==> src/rtl/pmc_pkg.sv <==
// Constants, register map, field layout and state types of the power mode controller.
// Assumes an APB master on the same clock as the controller.
package pmc_pkg;

  localparam int         ADDR_W       = 4;
  localparam logic [3:0] OFS_CTRL_ONE = 4'h0;
  localparam logic [3:0] OFS_CTRL_TWO = 4'h4;
  localparam logic [3:0] OFS_MSTBY    = 4'h8;
  localparam logic [3:0] OFS_STATUS   = 4'hC;

  // system_control_one fields
  localparam int C1_STBY_BIT = 7;
  localparam int C1_WAIT_LSB = 4;
  localparam int WAIT_W      = 3;
  // system_control_two fields
  localparam int C2_ADIV_LSB = 5;
  localparam int ADIV_W      = 3;
  localparam int C2_DT_BIT   = 4;
  localparam int C2_LS_BIT   = 3;
  localparam int C2_SDIV_LSB = 0;
  localparam int SDIV_W      = 2;
  // status fields
  localparam int ST_MODE_LSB = 0;
  localparam int MODE_W      = 3;
  localparam int ST_NOWK_BIT = 4;
  localparam int ST_OSC_BIT  = 5;

  // SLEEP execution states plus internal processing states
  localparam int DT_PRE_STATES = 3;
  localparam int DIV_CNT_W     = 7;

  typedef enum logic [2:0] {
    M_ACT  = 3'h0,
    M_SLP  = 3'h1,
    M_SSLP = 3'h2,
    M_STBY = 3'h3,
    M_SACT = 3'h4,
    M_DTSW = 3'h5,
    M_OSCW = 3'h6,
    M_RSTH = 3'h7
  } pmc_mode_t;

  typedef struct packed {
    logic              stby_sel;
    logic [WAIT_W-1:0] wait_select;
    logic [ADIV_W-1:0] active_divider;
    logic              direct_transition_select;
    logic              low_speed_select;
    logic [SDIV_W-1:0] sub_divider;
  } pmc_cfg_t;

  localparam pmc_cfg_t CFG_RST = '0;

  // Subactive divider code to power-of-two shift: 00 gives /8, 01 /4, else /2
  function automatic logic [ADIV_W-1:0] sub_shift(input logic [SDIV_W-1:0] code);
    case (code)
      2'h0:    sub_shift = 3'h3;
      2'h1:    sub_shift = 3'h2;
      default: sub_shift = 3'h1;
    endcase
  endfunction : sub_shift

endpackage : pmc_pkg

==> src/rtl/pmc_sync.sv <==
// Two-flop synchroniser for level inputs from outside the clock domain.
// Assumes inputs are slow levels; no pulse is shorter than two clocks.
`timescale 1ns/10ps
module pmc_sync #(
  parameter int         W       = 1,
  parameter logic [0:0] RST_VAL = 1'h0
) (
  // Clock and reset
  input  wire logic         clk,
  input  wire logic         rst,
  // Data
  input  wire logic [W-1:0] d,
  output logic      [W-1:0] q
);
  typedef struct packed {
    logic [W-1:0] s1;
    logic [W-1:0] s2;
  } pmc_sync_st_t;

  pmc_sync_st_t s_ff;
  pmc_sync_st_t nxt_s;

  always_comb begin
    nxt_s.s1 = d;
    nxt_s.s2 = s_ff.s1;
  end

  always_ff @(posedge clk or posedge rst) begin
    if (rst) begin
      s_ff <= {(2 * W){RST_VAL}};
    end else begin
      s_ff <= nxt_s;
    end
  end

  assign q = s_ff.s2;

endmodule : pmc_sync

==> src/rtl/pmc_div.sv <==
// Power-of-two tick divider: one output tick per 2**shift source ticks.
// The shift is sampled only at a period boundary, so no short period occurs.
`timescale 1ns/10ps
module pmc_div #(
  parameter int CNT_W = pmc_pkg::DIV_CNT_W
) (
  // Clock and reset
  input  wire logic       clk,
  input  wire logic       rst,
  // Source and ratio
  input  wire logic       src_tick,
  input  wire logic [2:0] shift,
  // Divided tick
  output logic            tick
);
  typedef struct packed {
    logic [CNT_W-1:0] cnt;
    logic             tick;
  } pmc_div_st_t;

  pmc_div_st_t s_ff;
  pmc_div_st_t nxt_s;

  always_comb begin
    nxt_s      = s_ff;
    nxt_s.tick = 1'b0;
    if (src_tick) begin
      if (s_ff.cnt == '0) begin
        // Reload only here keeps every period whole
        nxt_s.cnt  = CNT_W'((1 << shift) - 1);
        nxt_s.tick = 1'b1;
      end else begin
        nxt_s.cnt = s_ff.cnt - 1'b1;
      end
    end
  end

  always_ff @(posedge clk or posedge rst) begin
    if (rst) begin
      s_ff <= '0;
    end else begin
      s_ff <= nxt_s;
    end
  end

  assign tick = s_ff.tick;

endmodule : pmc_div

==> src/rtl/pmc_top.sv <==
// Power mode controller: mode sequencing, clock enables, module standby, APB registers.
// Assumes CPU, interrupt logic and APB master share SYS_CLK; pins are asynchronous.
`timescale 1ns/10ps
module pmc_top #(
  parameter int NMOD      = 8,
  parameter int NIRQ      = 8,
  parameter int WAIT_UNIT = 64
) (
  // Clock and reset
  input  wire logic                        SYS_CLK,
  input  wire logic                        RST,
  // APB slave
  input  wire logic                        PSEL,
  input  wire logic                        PENABLE,
  input  wire logic                        PWRITE,
  input  wire logic [pmc_pkg::ADDR_W-1:0]  PADDR,
  input  wire logic [31:0]                 PWDATA,
  output logic      [31:0]                 PRDATA,
  output logic                             PREADY,
  output logic                             PSLVERR,
  // Pins
  input  wire logic                        RESET_PIN_N,
  input  wire logic                        WATCH_CLK,
  // CPU and interrupt logic
  input  wire logic                        SLEEP_EXEC,
  input  wire logic                        CCR_I_MASK,
  input  wire logic [NIRQ-1:0]             IRQ_REQ,
  input  wire logic [NIRQ-1:0]             IRQ_ENA,
  input  wire logic                        DT_IRQ_ENA,
  // Clock enables
  output logic                             CPU_CLK_EN,
  output logic      [NMOD-1:0]             PERI_CLK_EN,
  output logic                             TIMER_A_CLK_EN,
  output logic                             OSC_ENABLE,
  // Status to the chip
  output logic                             CPU_RESET,
  output logic                             CPU_RETAIN,
  output logic                             IO_HOLD,
  output logic                             IO_HIZ,
  output logic                             EXC_START,
  output logic                             DT_EXC_START,
  output logic      [2:0]                  MODE
);
  localparam int CNT_W = $clog2(WAIT_UNIT) + 8;

  typedef struct packed {
    pmc_pkg::pmc_cfg_t         cfg;
    logic [pmc_pkg::ADIV_W-1:0] act_div;
    logic [pmc_pkg::SDIV_W-1:0] act_sub;
    logic [NMOD-1:0]           mstby;
    pmc_pkg::pmc_mode_t        mode;
    logic                      wait_to_sub;
    logic                      dt_pend;
    logic                      no_wake;
    logic [CNT_W-1:0]          cnt;
    logic                      watch_q;
    logic                      cpu_en;
    logic [NMOD-1:0]           peri_en;
    logic                      ta_en;
    logic                      osc_en;
    logic                      cpu_rst;
    logic                      retain;
    logic                      io_hold;
    logic                      io_hiz;
    logic                      exc;
    logic                      dt_exc;
    logic [31:0]               prdata;
    logic                      pready;
    logic                      pslverr;
  } pmc_top_st_t;

  pmc_top_st_t s_ff;
  pmc_top_st_t nxt_s;

  logic             rpin_s;
  logic             watch_s;
  logic             sys_tick;
  logic             sub_tick;
  logic             watch_edge;
  logic             wake;
  logic             acc;
  logic             old_tick;
  logic             dt_ok;
  logic             cpu_base;
  logic             peri_base;
  logic [CNT_W-1:0] wait_lim;
  logic [CNT_W-1:0] dt_last;

  pmc_sync #(
    .W       (1),
    .RST_VAL (1'h1)
  ) u_rpin_sync (
    .clk (SYS_CLK),
    .rst (RST),
    .d   (RESET_PIN_N),
    .q   (rpin_s)
  );

  pmc_sync #(
    .W       (1),
    .RST_VAL (1'h0)
  ) u_watch_sync (
    .clk (SYS_CLK),
    .rst (RST),
    .d   (WATCH_CLK),
    .q   (watch_s)
  );

  // System clock runs only while the oscillator is enabled
  pmc_div u_sys_div (
    .clk      (SYS_CLK),
    .rst      (RST),
    .src_tick (s_ff.osc_en),
    .shift    (s_ff.act_div),
    .tick     (sys_tick)
  );

  pmc_div u_sub_div (
    .clk      (SYS_CLK),
    .rst      (RST),
    .src_tick (watch_edge),
    .shift    (pmc_pkg::sub_shift(s_ff.act_sub)),
    .tick     (sub_tick)
  );

  assign watch_edge = watch_s & ~s_ff.watch_q;
  assign acc        = PSEL & PENABLE;
  assign wait_lim   = CNT_W'((WAIT_UNIT << s_ff.cfg.wait_select) - 1);
  assign dt_last    = CNT_W'(pmc_pkg::DT_PRE_STATES - 1);
  // Old clock during a direct transition is the mode being left
  assign old_tick   = s_ff.wait_to_sub ? sys_tick : sub_tick;

  always_comb begin
    nxt_s         = s_ff;
    nxt_s.exc     = 1'b0;
    nxt_s.dt_exc  = 1'b0;
    nxt_s.watch_q = watch_s;
    nxt_s.pready  = acc & ~s_ff.pready;
    nxt_s.pslverr = 1'b0;
    nxt_s.prdata  = '0;
    wake          = (|(IRQ_REQ & IRQ_ENA)) & ~CCR_I_MASK;
    dt_ok         = s_ff.cfg.direct_transition_select & DT_IRQ_ENA & ~CCR_I_MASK;

    case (s_ff.mode)
      pmc_pkg::M_ACT, pmc_pkg::M_SACT: begin
        if (SLEEP_EXEC) begin
          // Masked attempt can only be left by the reset pin
          nxt_s.no_wake = s_ff.cfg.direct_transition_select & CCR_I_MASK;
          if (dt_ok && (s_ff.cfg.low_speed_select == (s_ff.mode == pmc_pkg::M_SACT))) begin
            // Same-mode direct transition only changes frequency
            nxt_s.act_div = s_ff.cfg.active_divider;
            nxt_s.act_sub = s_ff.cfg.sub_divider;
            nxt_s.dt_exc  = 1'b1;
          end else if (dt_ok) begin
            nxt_s.mode        = pmc_pkg::M_DTSW;
            nxt_s.wait_to_sub = s_ff.cfg.low_speed_select;
            nxt_s.cnt         = '0;
          end else begin
            nxt_s.act_div = s_ff.cfg.active_divider;
            nxt_s.act_sub = s_ff.cfg.sub_divider;
            if (!s_ff.cfg.direct_transition_select && s_ff.cfg.stby_sel) begin
              nxt_s.mode = pmc_pkg::M_STBY;
            end else if (s_ff.cfg.low_speed_select) begin
              nxt_s.mode = pmc_pkg::M_SSLP;
            end else begin
              nxt_s.mode = pmc_pkg::M_SLP;
            end
          end
        end
      end
      pmc_pkg::M_DTSW: begin
        if (old_tick) begin
          if (s_ff.cnt == dt_last) begin
            // Divider swap at the switch point, not at SLEEP
            nxt_s.act_div = s_ff.cfg.active_divider;
            nxt_s.act_sub = s_ff.cfg.sub_divider;
            nxt_s.cnt     = '0;
            if (s_ff.wait_to_sub) begin
              nxt_s.mode   = pmc_pkg::M_SACT;
              nxt_s.dt_exc = 1'b1;
            end else begin
              nxt_s.mode    = pmc_pkg::M_OSCW;
              nxt_s.dt_pend = 1'b1;
            end
          end else begin
            nxt_s.cnt = s_ff.cnt + 1'b1;
          end
        end
      end
      pmc_pkg::M_OSCW: begin
        // Wait counted in ticks of the new system clock
        if (sys_tick) begin
          if (s_ff.cnt == wait_lim) begin
            nxt_s.mode    = s_ff.wait_to_sub ? pmc_pkg::M_SACT : pmc_pkg::M_ACT;
            nxt_s.exc     = ~s_ff.dt_pend;
            nxt_s.dt_exc  = s_ff.dt_pend;
            nxt_s.dt_pend = 1'b0;
          end else begin
            nxt_s.cnt = s_ff.cnt + 1'b1;
          end
        end
      end
      pmc_pkg::M_SLP: begin
        if (wake && !s_ff.no_wake) begin
          nxt_s.mode = s_ff.cfg.low_speed_select ? pmc_pkg::M_SACT : pmc_pkg::M_ACT;
          nxt_s.exc  = 1'b1;
        end
      end
      pmc_pkg::M_SSLP: begin
        if (wake && !s_ff.no_wake) begin
          if (s_ff.cfg.low_speed_select) begin
            nxt_s.mode = pmc_pkg::M_SACT;
            nxt_s.exc  = 1'b1;
          end else begin
            // Oscillator was stopped, so active needs the start-up wait
            nxt_s.mode        = pmc_pkg::M_OSCW;
            nxt_s.wait_to_sub = 1'b0;
            nxt_s.dt_pend     = 1'b0;
            nxt_s.cnt         = '0;
          end
        end
      end
      pmc_pkg::M_STBY: begin
        if (wake && !s_ff.no_wake) begin
          nxt_s.mode        = pmc_pkg::M_OSCW;
          nxt_s.wait_to_sub = s_ff.cfg.low_speed_select;
          nxt_s.dt_pend     = 1'b0;
          nxt_s.cnt         = '0;
        end
      end
      pmc_pkg::M_RSTH: begin
        if (rpin_s) begin
          nxt_s.mode = pmc_pkg::M_ACT;
        end
      end
      default: begin
        nxt_s.mode = pmc_pkg::M_ACT;
      end
    endcase

    // Decode in the first access cycle, answer one cycle later with PREADY
    if (acc && !s_ff.pready) begin
      case (PADDR)
        pmc_pkg::OFS_CTRL_ONE: begin
          nxt_s.prdata[pmc_pkg::C1_STBY_BIT] = s_ff.cfg.stby_sel;
          nxt_s.prdata[pmc_pkg::C1_WAIT_LSB +: pmc_pkg::WAIT_W] = s_ff.cfg.wait_select;
        end
        pmc_pkg::OFS_CTRL_TWO: begin
          nxt_s.prdata[pmc_pkg::C2_ADIV_LSB +: pmc_pkg::ADIV_W] = s_ff.cfg.active_divider;
          nxt_s.prdata[pmc_pkg::C2_DT_BIT] = s_ff.cfg.direct_transition_select;
          nxt_s.prdata[pmc_pkg::C2_LS_BIT] = s_ff.cfg.low_speed_select;
          nxt_s.prdata[pmc_pkg::C2_SDIV_LSB +: pmc_pkg::SDIV_W] = s_ff.cfg.sub_divider;
        end
        pmc_pkg::OFS_MSTBY: begin
          nxt_s.prdata[NMOD-1:0] = s_ff.mstby;
        end
        pmc_pkg::OFS_STATUS: begin
          nxt_s.prdata[pmc_pkg::ST_MODE_LSB +: pmc_pkg::MODE_W] = s_ff.mode;
          nxt_s.prdata[pmc_pkg::ST_NOWK_BIT] = s_ff.no_wake;
          nxt_s.prdata[pmc_pkg::ST_OSC_BIT]  = s_ff.osc_en;
        end
        default: begin
          nxt_s.pslverr = 1'b1;
        end
      endcase
    end

    if (acc && s_ff.pready && PWRITE) begin
      case (PADDR)
        pmc_pkg::OFS_CTRL_ONE: begin
          nxt_s.cfg.stby_sel    = PWDATA[pmc_pkg::C1_STBY_BIT];
          nxt_s.cfg.wait_select = PWDATA[pmc_pkg::C1_WAIT_LSB +: pmc_pkg::WAIT_W];
        end
        pmc_pkg::OFS_CTRL_TWO: begin
          nxt_s.cfg.active_divider = PWDATA[pmc_pkg::C2_ADIV_LSB +: pmc_pkg::ADIV_W];
          nxt_s.cfg.direct_transition_select = PWDATA[pmc_pkg::C2_DT_BIT];
          nxt_s.cfg.low_speed_select = PWDATA[pmc_pkg::C2_LS_BIT];
          nxt_s.cfg.sub_divider = PWDATA[pmc_pkg::C2_SDIV_LSB +: pmc_pkg::SDIV_W];
        end
        pmc_pkg::OFS_MSTBY: begin
          nxt_s.mstby = PWDATA[NMOD-1:0];
        end
        default: begin
        end
      endcase
    end

    // Reset pin wins over everything, in any mode
    if (!rpin_s) begin
      nxt_s.mode    = pmc_pkg::M_RSTH;
      nxt_s.cfg     = pmc_pkg::CFG_RST;
      nxt_s.act_div = '0;
      nxt_s.act_sub = '0;
      nxt_s.mstby   = '0;
      nxt_s.no_wake = 1'b0;
      nxt_s.dt_pend = 1'b0;
      nxt_s.exc     = 1'b0;
      nxt_s.dt_exc  = 1'b0;
    end

    cpu_base  = 1'b0;
    peri_base = 1'b0;
    case (nxt_s.mode)
      pmc_pkg::M_ACT: begin
        cpu_base  = sys_tick;
        peri_base = sys_tick;
      end
      pmc_pkg::M_SACT: begin
        cpu_base  = sub_tick;
        peri_base = sub_tick;
      end
      pmc_pkg::M_SLP: begin
        peri_base = sys_tick;
      end
      pmc_pkg::M_DTSW: begin
        cpu_base  = old_tick;
        peri_base = old_tick;
      end
      default: begin
      end
    endcase
    // Subsleep, standby and waits give no CPU or peripheral clock
    nxt_s.cpu_en  = cpu_base;
    nxt_s.peri_en = {NMOD{peri_base}} & ~nxt_s.mstby;
    nxt_s.ta_en   = watch_edge;
    nxt_s.osc_en  = (nxt_s.mode == pmc_pkg::M_ACT) || (nxt_s.mode == pmc_pkg::M_SLP) ||
                    (nxt_s.mode == pmc_pkg::M_OSCW) || (nxt_s.mode == pmc_pkg::M_RSTH) ||
                    ((nxt_s.mode == pmc_pkg::M_DTSW) && nxt_s.wait_to_sub);
    nxt_s.cpu_rst = (nxt_s.mode == pmc_pkg::M_RSTH);
    nxt_s.retain  = (nxt_s.mode == pmc_pkg::M_SLP) || (nxt_s.mode == pmc_pkg::M_SSLP) ||
                    (nxt_s.mode == pmc_pkg::M_STBY) || (nxt_s.mode == pmc_pkg::M_OSCW);
    nxt_s.io_hold = (nxt_s.mode == pmc_pkg::M_SSLP);
    nxt_s.io_hiz  = (nxt_s.mode == pmc_pkg::M_STBY);
  end

  always_ff @(posedge SYS_CLK or posedge RST) begin
    if (RST) begin
      s_ff <= '0;
    end else begin
      s_ff <= nxt_s;
    end
  end

  assign PRDATA         = s_ff.prdata;
  assign PREADY         = s_ff.pready;
  assign PSLVERR        = s_ff.pslverr;
  assign CPU_CLK_EN     = s_ff.cpu_en;
  assign PERI_CLK_EN    = s_ff.peri_en;
  assign TIMER_A_CLK_EN = s_ff.ta_en;
  assign OSC_ENABLE     = s_ff.osc_en;
  assign CPU_RESET      = s_ff.cpu_rst;
  assign CPU_RETAIN     = s_ff.retain;
  assign IO_HOLD        = s_ff.io_hold;
  assign IO_HIZ         = s_ff.io_hiz;
  assign EXC_START      = s_ff.exc;
  assign DT_EXC_START   = s_ff.dt_exc;
  assign MODE           = s_ff.mode;
endmodule : pmc_top

==> config.mk <==
export PLATFORM = sky130hd
export DESIGN_NAME = pmc_top
export DESIGN_NICKNAME = d
export VERILOG_FILES = /design/src/rtl/pmc_pkg.sv /design/src/rtl/pmc_sync.sv /design/src/rtl/pmc_div.sv /design/src/rtl/pmc_top.sv
export SDC_FILE = /design/constraint.sdc
export NUM_CORES = 1
export LEC_CHECK = 0
export BUFFER_PORTS_ARGS = -buffer_cell sky130_fd_sc_hd__clkbuf_2
export CAP_MARGIN = 40
export CORE_UTILIZATION = 45
export DETAILED_ROUTE_END_ITERATION = 16
export PLACE_DENSITY = 0.68
export SKIP_LAST_GASP = 1
export SLEW_MARGIN = 20
export SYNTH_ARGS = -nofsm -noshare
export SYNTH_HDL_FRONTEND = slang
export SYNTH_SLANG_ARGS = --single-unit
==> constraint.sdc <==
create_clock -name SYS_CLK -period 5.05 [get_ports SYS_CLK]
set_input_delay 0.505 -clock SYS_CLK [delete_from_list [all_inputs] [get_ports SYS_CLK]]
set_output_delay 0.505 -clock SYS_CLK [all_outputs]
set_load 0.005 [all_outputs]
* After elaboration in Yosys (flattened, before gate mapping)
Index checks and enable logic that the tools add are counted.
** Word-level totals
- Register bits :: 92
- Bits in latches :: 0
- Memory bits (writable) :: 0
- Memory bits (read-only) :: 0
- Output and inout port bits :: 54
- Word-level logic and storage cells :: 222
- Memories kept :: 0
** Operators by class
- $add $sub $neg :: 6
- Multiply operators :: 0
- Divide/modulo/power cells :: 0
- $lt $le $gt $ge :: 0
- Eq/ne operators :: 47
- Shifts and indexed selects :: 3
- Muxes and demuxes :: 82
- Bitwise logic cells :: 14
- Reductions and logical operators :: 34
** Operator list (count)
- $mux 14 :: 9
- $pmux 14 s5 :: 1
- $mux 5 :: 7
- $mux 27 :: 1
- $mux 3 :: 9
- $ne 3x3->1 const B :: 9
- $ne 2x2->1 const B :: 13
- $eq 3x3->1 const B :: 8
- $mux 8 :: 3
- $mux 1 :: 22
- $mux 7 :: 3
- $pmux 3 s7 :: 1
- $and 8x8->8 :: 2
- $mux 2 :: 8
- $mux 15 :: 1
- $pmux 1 s3 :: 5
- $add 14x1->14 const B :: 1
- $eq 14x14->1 :: 1
- $eq 14x2->1 const B :: 1
- $logic_not 7->1 :: 2
- $shl 7x3->14 const A :: 1
- $sub 14x2->14 const B :: 1
- $sub 7x1->7 const B :: 2
- $sub 7x2->7 const B :: 2
- 37 further kinds :: 73

* Depth between registers and ports, before layout
- Depth after elaboration :: 13
- Depth in mapped cells :: 16

* Modules after synthesis
From an unflattened synthesis, not the netlist that was laid out.
** Second synthesis, totals
- Cell total of the unflattened synthesis :: 601
- Area, all modules :: 5665.4 um2
** Modules (own cells, without submodules)
- pmc_top :: instances 1, cells each 491, area an instance 4561.9 um2
- pmc_div :: instances 2, cells each 52, area an instance 496.7 um2
- pmc_sync (u_rpin_sync) :: instances 1, cells each 3, area an instance 56.3 um2
- pmc_sync (u_watch_sync) :: instances 1, cells each 3, area an instance 53.8 um2

* Worst setup path after synthesis
Ideal clock, no wire load.
- Path type :: flip-flop to flip-flop
- From :: register s_ff[93] (netlist name)
- To :: register s_ff (netlist bit PERI_CLK_EN[0])
- Data arrival time :: 3.281 ns
- Data required time :: 4.909 ns
- Setup slack :: 1.628 ns
- Cell stages (with the launch flop) :: 16
- Buffers on the path :: 3
- Clock period less this slack :: 3.422 ns
- Cells stage by stage :: dfrtp_1 -> buf_6 -> or3_4 -> ha_1 -> clkbuf_2 -> nor2b_1 -> mux2_2 -> a2111oi_4 -> nor2_1 -> a31o_2 -> and2_1 -> clkbuf_1 -> ha_1 -> and2_1 -> a41oi_1 -> nor2_1
** RTL lines
- from (decl) :: RTL line pmc_top.sv:72 : pmc_top_st_t s_ff;
- from (signal assigned) :: RTL line pmc_top.sv:340 : s_ff <= nxt_s;

==> metrics.txt <==
status complete, no violations; Seq/Total Area, Yosys 0.4417; Reg clk slew, reported paths 0.06 ns; die area 0.01203 sq mm; simple-gate portion of the synthesized area 0.2002; WL final 11110 microns; Slew @ Worst Pin 0.8117 ns; Yosys top cell by area dfrtp_1; most frequent cell after synthesis dfrtp_1; startpoint class of the critical path register; relative max-transition margin 0.4577; clock buffer depth 2; slowest stage delay, CP 0.51 ns; antenna violations before repair 0; critical path class register to register; CTS Buf Count 9; Port Buffers 67; Post-Syn Instances 551; number of synthesized flops with an enable pin 0; Die H 109.7 microns; Area growth, synth to finish 9.712%; DRC viols 0; initial DRC count 384; Setup Skew 0.01035 ns; crit share post-route 0.7117; initial core utilization 0.4710; CTS tree done; routability cong. 0.8750; clk root buf clkbuf_16; list of most frequent post-synthesis cells dfrtp_1, nor2_1, nand2_1, buf_4, mux2i_1; adder-cell area share of the yosys netlist 0.01918; leak pwr 0.002620 uW; layout cells sized above 1 0.1939; min Tclk post-route 3.594 ns; switching share of power 0.3205; Die Width 109.7 microns; RSZ-0062 raised after global routing false; main combinational cell family by area after synthesis simple AND/OR/NAND/NOR gates; Distinct cells, synth 70; Syn. warnings 0; Cell Pwr Density 369.2 mW/mm^2; Flop pwr share 0.439; largest net degree at the start of global routing 42; area of the multi-input gates 0.002470 sq mm; Finish-stage setup viols 0; Via density 5.439; ys flop type dfrtp_1; pre-CTS setup slack 1.458 ns; sw power 677.4 uW; first-pass GRT wire length 18200 microns; Fill cells 1021; number of H-tree levels 3; final hold violation count 0; crit-path cells or3_4 -> ha_1 -> nor2b_1 -> mux2_2 -> a2111oi_4 -> nor2_1 -> a31o_2 -> and2_1 -> ha_1 -> and2_1 -> a41oi_1 -> buf_4 -> nor2_1; I/O pin count 116; Worst Hold Class primary input to asynchronous set/reset pin; Wirelength per Cell 15.16 microns; mux cell area share after synthesis 0.07482; combinational share of power 0.221; CP Buf/Inv Count 1; Clk pwr share 0.340; post-synthesis register bit count 92; post-route setup TNS 0 ns; Synth Area in XOR/XNOR 0.01847; FMAX 278.2 MHz; area share of the largest cell type after synthesis 0.4317; Total GRT Usage 0.1995; CP max stage cell dfrtp_1; FFs w/ async S/R, synth 1.000; Power Internal 1436 uW; top area cells in the synthesized netlist dfrtp_1, buf_4, mux2i_1, nor2_1, nand2_1; mean post-synth cell area 9.469 sq um; CP Max Fanout 12; Pwr Total 2114 uW; via count 3987; Worst Setup End Kind register; final hold slack 0.1281 ns; MaxCap Viol Count 0; final worst-path setup slack 1.456 ns; Placeable Area 0.01108 sq mm; Cell Area, Synth 0.005218 sq mm; WP data arrival 3.83 ns; CTS resizes 0; Critical Path RT 5.28 ns; final slew viol count 0; nets 659; postcts setup bufs 0; clk sinks 92; Clock Latency Late Sink 0.35 ns; maximum vdd ir drop 0.2245 mV; vias in the first global route 3775; total gr overflow 0; complex-gate fraction of the synthesized area 0.1434; register area 0.002305 sq mm; Top delay family on crit path simple AND/OR/NAND/NOR gates; Rows 38; number of hold buffers added after cts 0; Ant. Diodes 0; DP HPWL 8090 microns; post-route ant nets 0; first drt pass iteration count 4
[state kept, by name (all words and copies together) (netlist names), 3 cells and up]
register,cells
u_sub_div.s_ff,7
PRDATA,8
s_ff,42
u_sys_div.s_ff,7
MODE,3
PERI_CLK_EN,8
[per-layer routing]
| layer | share of wire | vias up | GRT usage |
|---|---|---|---|
| met4 | 0.017 | 0 | 0.07143 |
| met3 | 0.045 | 18 | 0.05453 |
| met5 | 0 | - | 0 |
| met1 | 0.45 | 1942 | 0.2599 |
| li1 | - | 1944 | - |
| met2 | 0.49 | 83 | 0.3185 |
[worst register-to-register path, delay by kind of cell (launching register included)]
family / cells / cell delay [ns]
compound gates: 3 / 0.77
simple gates: 6 / 1.16
buf+inv: 1 / 0.22
flops: 1 / 0.51
fa+ha+maj: 2 / 0.52
mux: 1 / 0.31
[cell type report]
type / instances / share of cell area
Sequential cell: 92 / 0.4026
Clock inverter: 6 / 0.01574
Clock buffer: 9 / 0.03934
Multi-Input combinational cell: 394 / 0.4315
Tap cell: 140 / 0.03060
Inverter: 20 / 0.01333
Timing Repair Buffer: 72 / 0.06689
[cell usage in the layout (no fill, tap or decap), types with 3 or more instances in the layout]
master	count
xnor2_1	7
and2_1	7
or3_1	11
o211ai_1	5
o21ai_0	23
inv_1	17
a21oi_2	4
nand3_1	19
a22oi_1	3
nor4_1	5
a21o_1	3
mux2_2	4
nor3b_1	6
clkbuf_2	68
clkbuf_16	9
o21ai_2	3
dfrtp_1	90
and3_1	6
o31ai_1	5
nand4_1	6
nor3_1	11
a22o_1	6
buf_4	3
a21oi_1	26
xor2_1	4
ha_1	8
mux2i_1	30
conb_1	24
nand2_1	44
nor2_1	68
nor2b_1	12
nand2b_1	4
[worst paths after layout]
path | start | to | slack, ns | cells past startpoint
setup / recovery | s_ff[94] | PERI_CLK_EN[6] | 1.46 | 13
hold / removal | RST | CPU_CLK_EN | 0.13 | 2
setup reg to reg | s_ff[94] | PERI_CLK_EN[6] | 1.46 | 13
hold reg to reg | u_watch_sync.nxt_s[0] | u_watch_sync.q | 0.35 | 0
max in group asynchronous | RST | PREADY | 3.85 | 4
min in group SYS_CLK | RESET_PIN_N | u_rpin_sync.nxt_s[0] | 0.24 | 1
[cells by family (layout without fill, tap and decap cells)]
family,Yosys count,in the layout
compound gates,103,103
xor+xnor,11,11
fa+ha+maj,8,8
buf+inv,88,107
flops,92,92
mux,36,36
other cells,1,24
simple gates,212,212
[power by group through the flow]
stage	combinational [uW]	clock (uW)	sequential [uW]
after floorplan	429	0	886
final	467	719	928
after CTS	472	744	927
after detailed placement	470	0	938
after global routing	536	773	942
after global placement	450	0	937
[metrics by stage]
step,utilization,cell area (sq um),cells
2_1_floorplan,-,5304,574
3_3_place_gp,0.4853,5376,715
3_5_place_dp,0.4878,5404,717
4_1_cts,0.5163,5719,732
5_1_grt,0.5167,5724,733
6_report,0.5167,5724,733
Note: power is estimated with default switching activity, not from simulation.
